**config.mk**
```make
export PLATFORM = sky130hd
export DESIGN_NAME = uie_gate
export DESIGN_NICKNAME = d
export VERILOG_FILES = /design/src/uie_pkg.sv /design/src/uie_gate.sv /design/src/uie_sticky.sv
export SDC_FILE = /design/constraint.sdc
export NUM_CORES = 1
export LEC_CHECK = 0
export BUFFER_PORTS_ARGS = -buffer_cell sky130_fd_sc_hd__clkbuf_2
export CAP_MARGIN = 15
export CELL_PAD_IN_SITES_DETAIL_PLACEMENT = 1
export CELL_PAD_IN_SITES_GLOBAL_PLACEMENT = 1
export CORE_ASPECT_RATIO = 0.6
export CORE_MARGIN = 2
export CORE_UTILIZATION = 30
export DETAILED_ROUTE_END_ITERATION = 8
export GPL_TIMING_DRIVEN = 0
export PLACE_DENSITY = 0.75
export SKIP_CTS_REPAIR_TIMING = 1
export SLEW_MARGIN = 25
export SYNTH_ARGS = -nofsm -noshare
export SYNTH_HDL_FRONTEND = slang
export SYNTH_SLANG_ARGS = --single-unit
```
**constraint.sdc**
```tcl
create_clock -name clk_i -period 3.3 [get_ports clk_i]
set_input_delay 0.66 -clock clk_i [delete_from_list [all_inputs] [get_ports clk_i]]
set_output_delay 0.66 -clock clk_i [all_outputs]
set_load 0.005 [all_outputs]
```
**src/uie_pkg.sv**
```systemverilog
// Package with constants and carrier types for the USB interrupt enable gating block.
// Assumes a classic Wishbone master, one 125 MHz clock and event pulses from the serial engine.
//
// Function
// - Only low eight enable bits exist; upper read zero
// - Bit 7 gates stall flag onto interrupt
// - Bit 6 gates attach flag onto interrupt
// - Bit 5 gates resume flag onto interrupt
// - Bit 4 gates bus idle flag onto interrupt
// - Bit 3 gates token done flag onto interrupt
// - Bit 2 gates frame start flag onto interrupt
// - Bit 1 gates summary error flag onto interrupt
// - Device mode: bit 0 gates bus reset flag
// - Host mode: bit 0 gates detach flag
// - Errors reach interrupt only while bit 1 set
// - Serial engine events feed the status flags
package uie_pkg;

    // =========================================================
    // Bus geometry
    localparam int unsigned UIE_ADR_W  = 8;
    localparam int unsigned UIE_DAT_W  = 32;
    localparam int unsigned UIE_SEL_W  = 4;
    localparam int unsigned UIE_SRC_W  = 8;
    localparam int unsigned UIE_ERR_W  = 8;

    // =========================================================
    // Register offsets
    localparam logic [7:0] OFS_ENABLE    = 8'h00;
    localparam logic [7:0] OFS_FLAGS     = 8'h04;
    localparam logic [7:0] OFS_ERR_FLAGS = 8'h08;
    localparam logic [7:0] OFS_ERR_EN    = 8'h0c;
    localparam logic [7:0] OFS_CTRL      = 8'h10;

    // =========================================================
    // Field positions
    localparam int unsigned BIT_STALL    = 7;
    localparam int unsigned BIT_ATTACH   = 6;
    localparam int unsigned BIT_RESUME   = 5;
    localparam int unsigned BIT_IDLE     = 4;
    localparam int unsigned BIT_TOKEN    = 3;
    localparam int unsigned BIT_SOF      = 2;
    localparam int unsigned BIT_UERR     = 1;
    localparam int unsigned BIT_RST_DET  = 0;
    localparam int unsigned BIT_HOST     = 0;

    // =========================================================
    // Reset values
    localparam logic [7:0] RST_ENABLE    = 8'h00;
    localparam logic [7:0] RST_FLAGS     = 8'h00;
    localparam logic [7:0] RST_ERR_EN    = 8'h00;
    localparam logic       RST_HOST      = 1'b0;
    localparam logic [31:0] RST_RDATA    = 32'h0000_0000;

    // =========================================================
    // Carrier types
    typedef struct packed {
        logic                 cyc;
        logic                 stb;
        logic                 we;
        logic [UIE_ADR_W-1:0] adr;
        logic [UIE_SEL_W-1:0] sel;
        logic [UIE_DAT_W-1:0] dat;
    } uie_wb_req_type;

    typedef struct packed {
        logic                 ack;
        logic [UIE_DAT_W-1:0] dat;
    } uie_wb_rsp_type;

    typedef struct packed {
        logic                 stall;
        logic                 attach;
        logic                 resume;
        logic                 bus_idle;
        logic                 token_done;
        logic                 frame_start;
        logic                 bus_reset;
        logic                 detach;
        logic [UIE_ERR_W-1:0] errors;
    } uie_event_type;

    typedef struct packed {
        logic [UIE_SRC_W-1:0] enable;
        logic [UIE_ERR_W-1:0] err_en;
        logic                 host_mode;
        logic                 ack;
        logic [UIE_DAT_W-1:0] rdata;
        logic                 irq;
    } uie_state_type;

endpackage

```
**src/uie_gate.sv**
```systemverilog
// Interrupt enable gating of the USB controller, reached over classic Wishbone.
// Assumes event pulses one cycle long from the serial engine on clk_i.
`timescale 1ns/1ps
module uie_gate
    import uie_pkg::*;
(
    input  wire logic           clk_i,
    input  wire logic           rst_i,
    input  wire uie_wb_req_type wb_req_i,
    output uie_wb_rsp_type      wb_rsp_o,
    input  wire uie_event_type  sie_event_i,
    output logic                usb_combined_irq_o
);

    uie_state_type         state_ff;
    uie_state_type         nxt_state;

    logic                  access;
    logic                  wr_lane0;
    logic                  rd_req;
    logic [UIE_SRC_W-1:0]  flags;
    logic [UIE_ERR_W-1:0]  err_flags;
    logic [UIE_SRC_W-1:0]  flag_set;
    logic [UIE_SRC_W-1:0]  flag_clr;
    logic [UIE_ERR_W-1:0]  err_clr;
    logic [UIE_SRC_W-1:0]  gated;

    // =========================================================
    // Bus decode
    assign access   = wb_req_i.cyc & wb_req_i.stb & ~state_ff.ack;
    assign wr_lane0 = access & wb_req_i.we & wb_req_i.sel[0];
    assign rd_req   = access & ~wb_req_i.we;

    // =========================================================
    // Event to flag mapping
    always_comb begin
        flag_set              = '0;
        flag_set[BIT_STALL]   = sie_event_i.stall;
        flag_set[BIT_ATTACH]  = sie_event_i.attach;
        flag_set[BIT_RESUME]  = sie_event_i.resume;
        flag_set[BIT_IDLE]    = sie_event_i.bus_idle;
        flag_set[BIT_TOKEN]   = sie_event_i.token_done;
        flag_set[BIT_SOF]     = sie_event_i.frame_start;
        // Summary error from enabled individual errors
        flag_set[BIT_UERR]    = |(sie_event_i.errors & state_ff.err_en);
        // Bit 0 source follows the operating mode
        if (state_ff.host_mode) begin
            flag_set[BIT_RST_DET] = sie_event_i.detach;
        end else begin
            flag_set[BIT_RST_DET] = sie_event_i.bus_reset;
        end
    end

    // =========================================================
    // Write-one-to-clear
    always_comb begin
        flag_clr = '0;
        err_clr  = '0;
        if (wr_lane0 && wb_req_i.adr == OFS_FLAGS) begin
            flag_clr = wb_req_i.dat[UIE_SRC_W-1:0];
        end
        if (wr_lane0 && wb_req_i.adr == OFS_ERR_FLAGS) begin
            err_clr = wb_req_i.dat[UIE_ERR_W-1:0];
        end
    end

    uie_sticky #(
        .WIDTH (UIE_SRC_W)
    ) u_flags (
        .clk_i   (clk_i),
        .rst_i   (rst_i),
        .set_i   (flag_set),
        .clr_i   (flag_clr),
        .flags_o (flags)
    );

    uie_sticky #(
        .WIDTH (UIE_ERR_W)
    ) u_err_flags (
        .clk_i   (clk_i),
        .rst_i   (rst_i),
        .set_i   (sie_event_i.errors),
        .clr_i   (err_clr),
        .flags_o (err_flags)
    );

    // =========================================================
    // Gating, one enable per flag
    assign gated = flags & state_ff.enable;

    // =========================================================
    // Next state
    always_comb begin
        nxt_state       = state_ff;
        nxt_state.ack   = access;
        nxt_state.rdata = RST_RDATA;
        nxt_state.irq   = |gated;
        if (rd_req) begin
            case (wb_req_i.adr)
                OFS_ENABLE: begin
                    nxt_state.rdata[UIE_SRC_W-1:0] = state_ff.enable;
                end
                OFS_FLAGS: begin
                    nxt_state.rdata[UIE_SRC_W-1:0] = flags;
                end
                OFS_ERR_FLAGS: begin
                    nxt_state.rdata[UIE_ERR_W-1:0] = err_flags;
                end
                OFS_ERR_EN: begin
                    nxt_state.rdata[UIE_ERR_W-1:0] = state_ff.err_en;
                end
                OFS_CTRL: begin
                    nxt_state.rdata[BIT_HOST] = state_ff.host_mode;
                end
                default: begin
                    nxt_state.rdata = RST_RDATA;
                end
            endcase
        end
        if (wr_lane0) begin
            case (wb_req_i.adr)
                OFS_ENABLE: begin
                    // Upper bits dropped
                    nxt_state.enable = wb_req_i.dat[UIE_SRC_W-1:0];
                end
                OFS_ERR_EN: begin
                    nxt_state.err_en = wb_req_i.dat[UIE_ERR_W-1:0];
                end
                OFS_CTRL: begin
                    nxt_state.host_mode = wb_req_i.dat[BIT_HOST];
                end
                default: begin
                    nxt_state.host_mode = state_ff.host_mode;
                end
            endcase
        end
    end

    // =========================================================
    // State register
    always_ff @(posedge clk_i) begin
        if (rst_i) begin
            state_ff.enable    <= RST_ENABLE;
            state_ff.err_en    <= RST_ERR_EN;
            state_ff.host_mode <= RST_HOST;
            state_ff.ack       <= 1'b0;
            state_ff.rdata     <= RST_RDATA;
            state_ff.irq       <= 1'b0;
        end else begin
            state_ff <= nxt_state;
        end
    end

    assign wb_rsp_o.ack       = state_ff.ack;
    assign wb_rsp_o.dat       = state_ff.rdata;
    assign usb_combined_irq_o = state_ff.irq;
endmodule // uie_gate

```
**src/uie_sticky.sv**
```systemverilog
// Bank of sticky flags: set by pulses, cleared by writing ones.
// Assumes set and clear come from logic on the same clock.
`timescale 1ns/1ps
module uie_sticky
    import uie_pkg::*;
#(
    parameter int unsigned WIDTH = 8
) (
    input  wire logic             clk_i,
    input  wire logic             rst_i,
    input  wire logic [WIDTH-1:0] set_i,
    input  wire logic [WIDTH-1:0] clr_i,
    output logic      [WIDTH-1:0] flags_o
);

    typedef struct packed {
        logic [WIDTH-1:0] flags;
    } uie_sticky_state_type;

    uie_sticky_state_type state_ff;
    uie_sticky_state_type nxt_state;

    // =========================================================
    // Parameter check
    if (WIDTH < 1 || WIDTH > UIE_DAT_W) begin : g_bad_width
        $error("uie_sticky: WIDTH out of range");
    end

    // =========================================================
    // Next state, set wins over clear
    always_comb begin
        nxt_state       = state_ff;
        nxt_state.flags = (state_ff.flags & ~clr_i) | set_i;
    end

    always_ff @(posedge clk_i) begin
        if (rst_i) begin
            state_ff.flags <= '0;
        end else begin
            state_ff <= nxt_state;
        end
    end

    assign flags_o = state_ff.flags;
endmodule // uie_sticky

```
Yosys cells after proc, flatten, opt, wreduce, memory -nomap -nowiden
Index checks and enable logic that the tools add are counted.

Output and inout bits: 34. Word-level logic and storage cells: 43. Bits in registers: 67. Input bits: 65.

Reductions and logical operators: 9. Multiplexer cells: 5. Equal/unequal tests: 4. Bitwise operators: 16.

Operators with widths (count): $and 8x8->8 (4); $pmux 7 s4 (1); $eq 8x4->1 const B (2); $mux 8 (2); $not 8->8 (2); $or 8x8->8 (2); $reduce_or 8->1 (2); $eq 8x3->1 const B (1); $eq 8x5->1 const B (1); $logic_not 8->1 (1); $reduce_and 2->1 (3); $and 1x1->1 (5); $pmux 1 s5 (1); $not 1->1 (3); $logic_and 1x1->1 (2); $reduce_or 2->1 (1); $mux 1 (1).

Logic depth before layout (Yosys ltp)
Depth in word-level cells: 9. Gate-level depth with buffers: 4. Mapped depth without buffers: 4.

Hierarchy
From an unflattened synthesis, not the netlist that was laid out.

Cell total of the unflattened synthesis: 245. Area total of the unflattened synthesis: 2423.6 µm².

By module, submodules not included: uie_gate (area an instance 1660.3 µm², cells each 179, instances 1, sequential area each 540.5 µm²); uie_sticky (area an instance 381.6 µm², cells each 33, instances 2, sequential area each 160.2 µm²).

Worst setup path before layout
Ideal clock, no wire load.

Path type: input to register. Start: input port wb_req_i[37] (netlist name). End: register state_ff[34] (netlist name). Slack: 1.453 ns. Data required time: 3.186 ns. Stages on the path: 4. Arrival time: 1.732 ns. Setup time: 0.114 ns. Path buffers: 0. Cells stage by stage: or4_1 -> nor4_2 -> mux2i_1 -> nor2_1.

Cells in the longest elaborated chain, start to end: 2.

Ends and longest elaborated chain: start: declaration (line uie_gate.sv:9) `input wire uie_wb_req_type wb_req_i,`; $eq 8x5->1 (line uie_gate.sv:121) `case (wb_req_i.adr)`; $reduce_and 2->1 (no line); end signal: assignment (line uie_gate.sv:150) `state_ff <= nxt_state;`; end: declaration (line uie_gate.sv:15) `uie_state_type state_ff;`.

Every way passes these cells. A chain may end at the register's enable or synchronous reset.

Worst setup path in the final report
Start: input port wb_req_i[41] (netlist name). End: register u_err_flags.state_ff, in the netlist u_err_flags.flags_o[5].

Cells in the longest elaborated chain, start to end: 6.

Ends and longest elaborated chain: $eq 8x4->1 (line uie_gate.sv:62) `if (wr_lane0 && wb_req_i.adr == OFS_ERR_FLAGS) begin`; $logic_and 1x1->1 (line uie_gate.sv:62); $mux 8 (line uie_gate.sv:62); $not 8->8 (line uie_sticky.sv:33) `nxt_state.flags = (state_ff.flags & ~clr_i) | set_i;`; $and 8x8->8 (line uie_sticky.sv:33); $or 8x8->8 (line uie_sticky.sv:33); end signal: assignment (line uie_sticky.sv:40) `state_ff <= nxt_state;`; end: declaration (line uie_sticky.sv:20) `uie_sticky_state_type state_ff;`.

Every way passes these cells.

==> flow_summary.ini <==
[logic_synthesis]
synth_cells = 214
synth-seq-cells = 43
synth-async-reset-ratio = 0
synth_edf_count = 0
synth_largest_area_cell = dfxtp_1
ys.flop_type = dfxtp_1
yosysWarningCount = 0
ys_types = 36
synthTopCellsByArea = dfxtp_1 40%, buf_4 12%, mux4_2 8.3%, mux2i_1 7.9%, nor2_1 5.9%
synth_most_common_cell = dfxtp_1
syn_area_um2 = 2170
yosysTopAreaCellShare = 0.397
synth_common_cells = 43 x dfxtp_1, 34 x buf_4, 34 x nor2_1
avgSynthCellArea_um2 = 10.1
synth-seq-area-share = 0.397

[worst_setup_path]
cp_data_required_time_ns = 3.44
path_max_fanout = 8
r2r_setup_slack_ns = 1.59
crit_buf_inv = 1
critPathArrivalTime_ns = 2.16
end_kind = flip-flop
cp_top_family = simple AND/OR/NAND/NOR gates
r2r-start = wb_rsp_o[32]
startpoint = wb_req_i[41]
max_stage_delay_ns = 0.61
crit_type = primary input to flip-flop
worstSetupStartpointType = primary input
worstPathCellList = clkbuf_2 -> nor4_4 -> nand2_1 -> nor2_1 -> a311oi_1
slowest_stage = nor2_1

[timing]
fin_ws_ns = 1.28
rsz0062_at_grt = false
drv_slew = 0
period_needed_ns = 2.02
setup_viol = 0
hold_viol_final = 0
fin_tns_setup_ns = 0
finalClockSkew_ns = 0.00566
fmaxAchievable_mhz = 494
timing.final.crit_share = 0.613
relSlewSlack = 0.511
worstMarginPinSlew_ns = 0.730

[cts]
clk_root_buffer_cell = clkbuf_16
cts_buffers = 5
cts_num_sinks = 43
cts_tree = done
htree_levels = 2
clkLatencyLatePin_ns = 0.29
clockBufferDepth = 2
cts.clk_slew.worst_paths_ns = 0.06

[grt]
grt_usage = 0.157
grt_pass1_vias = 1831
grt_pass1_wl_um = 9460
antenna_found_initial = 0
grt_max_degree = 14
grt-ovfl-total = 0

[drt]
antenna_left = 0
drt-pass1-iter-count = 4
wirelength_um = 5890
drtIter0Drc = 52
via_per_inst = 4.72
drc_errors = 0
routedWlPerCell_um = 15.6
vias = 1783

[outcome]
status = complete, no violations

[power_and_ir_drop]
power_leakage_uw = 0.00138
ir_worst_vdd_mv = 0.205
power_density_nw_per_um2 = 474

[floorplanning]
ioPinCount = 99
core_um2 = 6820
rows = 23
die-height_um = 69.8
die_area_um2 = 7940
die_w_um = 114
start_util = 0.318

[final_layout]
seqCellArea_um2 = 861
fin_cells = 378
fin_nets = 355
drive_gt1_frac = 0.357
fill_cells = 789
diodes = 0
area_growth_syn_to_layout_pct = 28.3
multi_input_area_um2 = 1040

[place]
port_buffers = 46
dp_cells = 370
dp_hpwl_um = 4600
routabilityCongestion = 0.772
dp_slack_ns = 0.955

[flow_run]
maxCapViolCount = 0

[hold_path]
min-delay-start = u_err_flags.flags_o[7]
hold_class = flip-flop to flip-flop
## sequential cells by signal (all words and copies together), names as in the netlist
| register | cells |
|---|---|
| state_ff | 17 |
| u_err_flags.flags_o | 8 |
| u_flags.flags_o | 8 |
| usb_combined_irq_o | 1 |
| wb_rsp_o | 9 |
## cell usage in the layout, fill, tap and decap left out, drive strengths merged, types with 3 or more instances in the layout
cell type  count
a22oi          4
a311oi        14
buf           36
clkbuf        55
conb          24
dfxtp         43
inv           15
mux2i         17
mux4           8
nand2          3
nor2          34
nor2b          8
nor4           4
## path summary, 6_finish.rpt
kind,endpoint,depth (start not counted)
worst max register to register,u_err_flags.flags_o[5],4
worst min register to register,u_err_flags.flags_o[7],2
worst max-delay path,u_err_flags.flags_o[5],5
worst min-delay path,u_err_flags.flags_o[7],2
## kinds of logic (layout without fill, tap and decap cells)
| logic type | after synthesis | after routing | share of synthesized area |
|---|---|---|---|
| other | 1 | 24 | 0.00173 |
| flip-flops | 43 | 43 | 0.397 |
| AND/OR/NAND/NOR | 63 | 63 | 0.170 |
| AO/OA/AOI/OAI | 27 | 27 | 0.103 |
| buffers and inverters | 54 | 108 | 0.161 |
| multiplexers | 26 | 26 | 0.167 |
## metrics by stage
stage | hold WS, ns | instance area [um^2] | power (uW) | utilization
3_5_place_dp | 0.486 | 2590 | 682 | 0.380
2_1_floorplan | 0.447 | 2250 | 629 | -
6_report | 0.497 | 2780 | 1320 | 0.408
5_1_grt | 0.524 | 2780 | 1370 | 0.408
4_1_cts | 0.496 | 2780 | 1320 | 0.408
3_3_place_gp | 0.475 | 2590 | 679 | 0.380
## final cells by class
| type | instances | area share |
|---|---|---|
| multi-input cells | 140 | 0.375 |
| flip-flops and latches | 43 | 0.309 |
| plain buffers | 39 | 0.105 |
| repair buffers | 46 | 0.0828 |
| clock buffers | 6 | 0.0463 |
| well taps | 87 | 0.0391 |
| clock inverters | 2 | 0.0216 |
| inverters | 15 | 0.0202 |
## layer usage
metal / wire, um / up-vias / track usage
li1: - / 875 / -
met1: 2990 / 866 / 0.215
met2: 2630 / 34 / 0.247
met3: 216 / 8 / 0.0350
met4: 63 / 0 / 0.0447
met5: 0 / - / 0
## report_power, final
group,total [uW],switching [uW],internal [uW]
combinational,129,63.5,65.1
clock,647,213,434
sequential,543,10.4,533
total,1320,286,1030
## tightest hold or removal path, stage by stage, from the launching register on
cell and delay, ns:
dfxtp_1 0.32, nor2_1 0.08, a311oi_1 0.05
No activity file was read; power rests on OpenSTA's default activity.
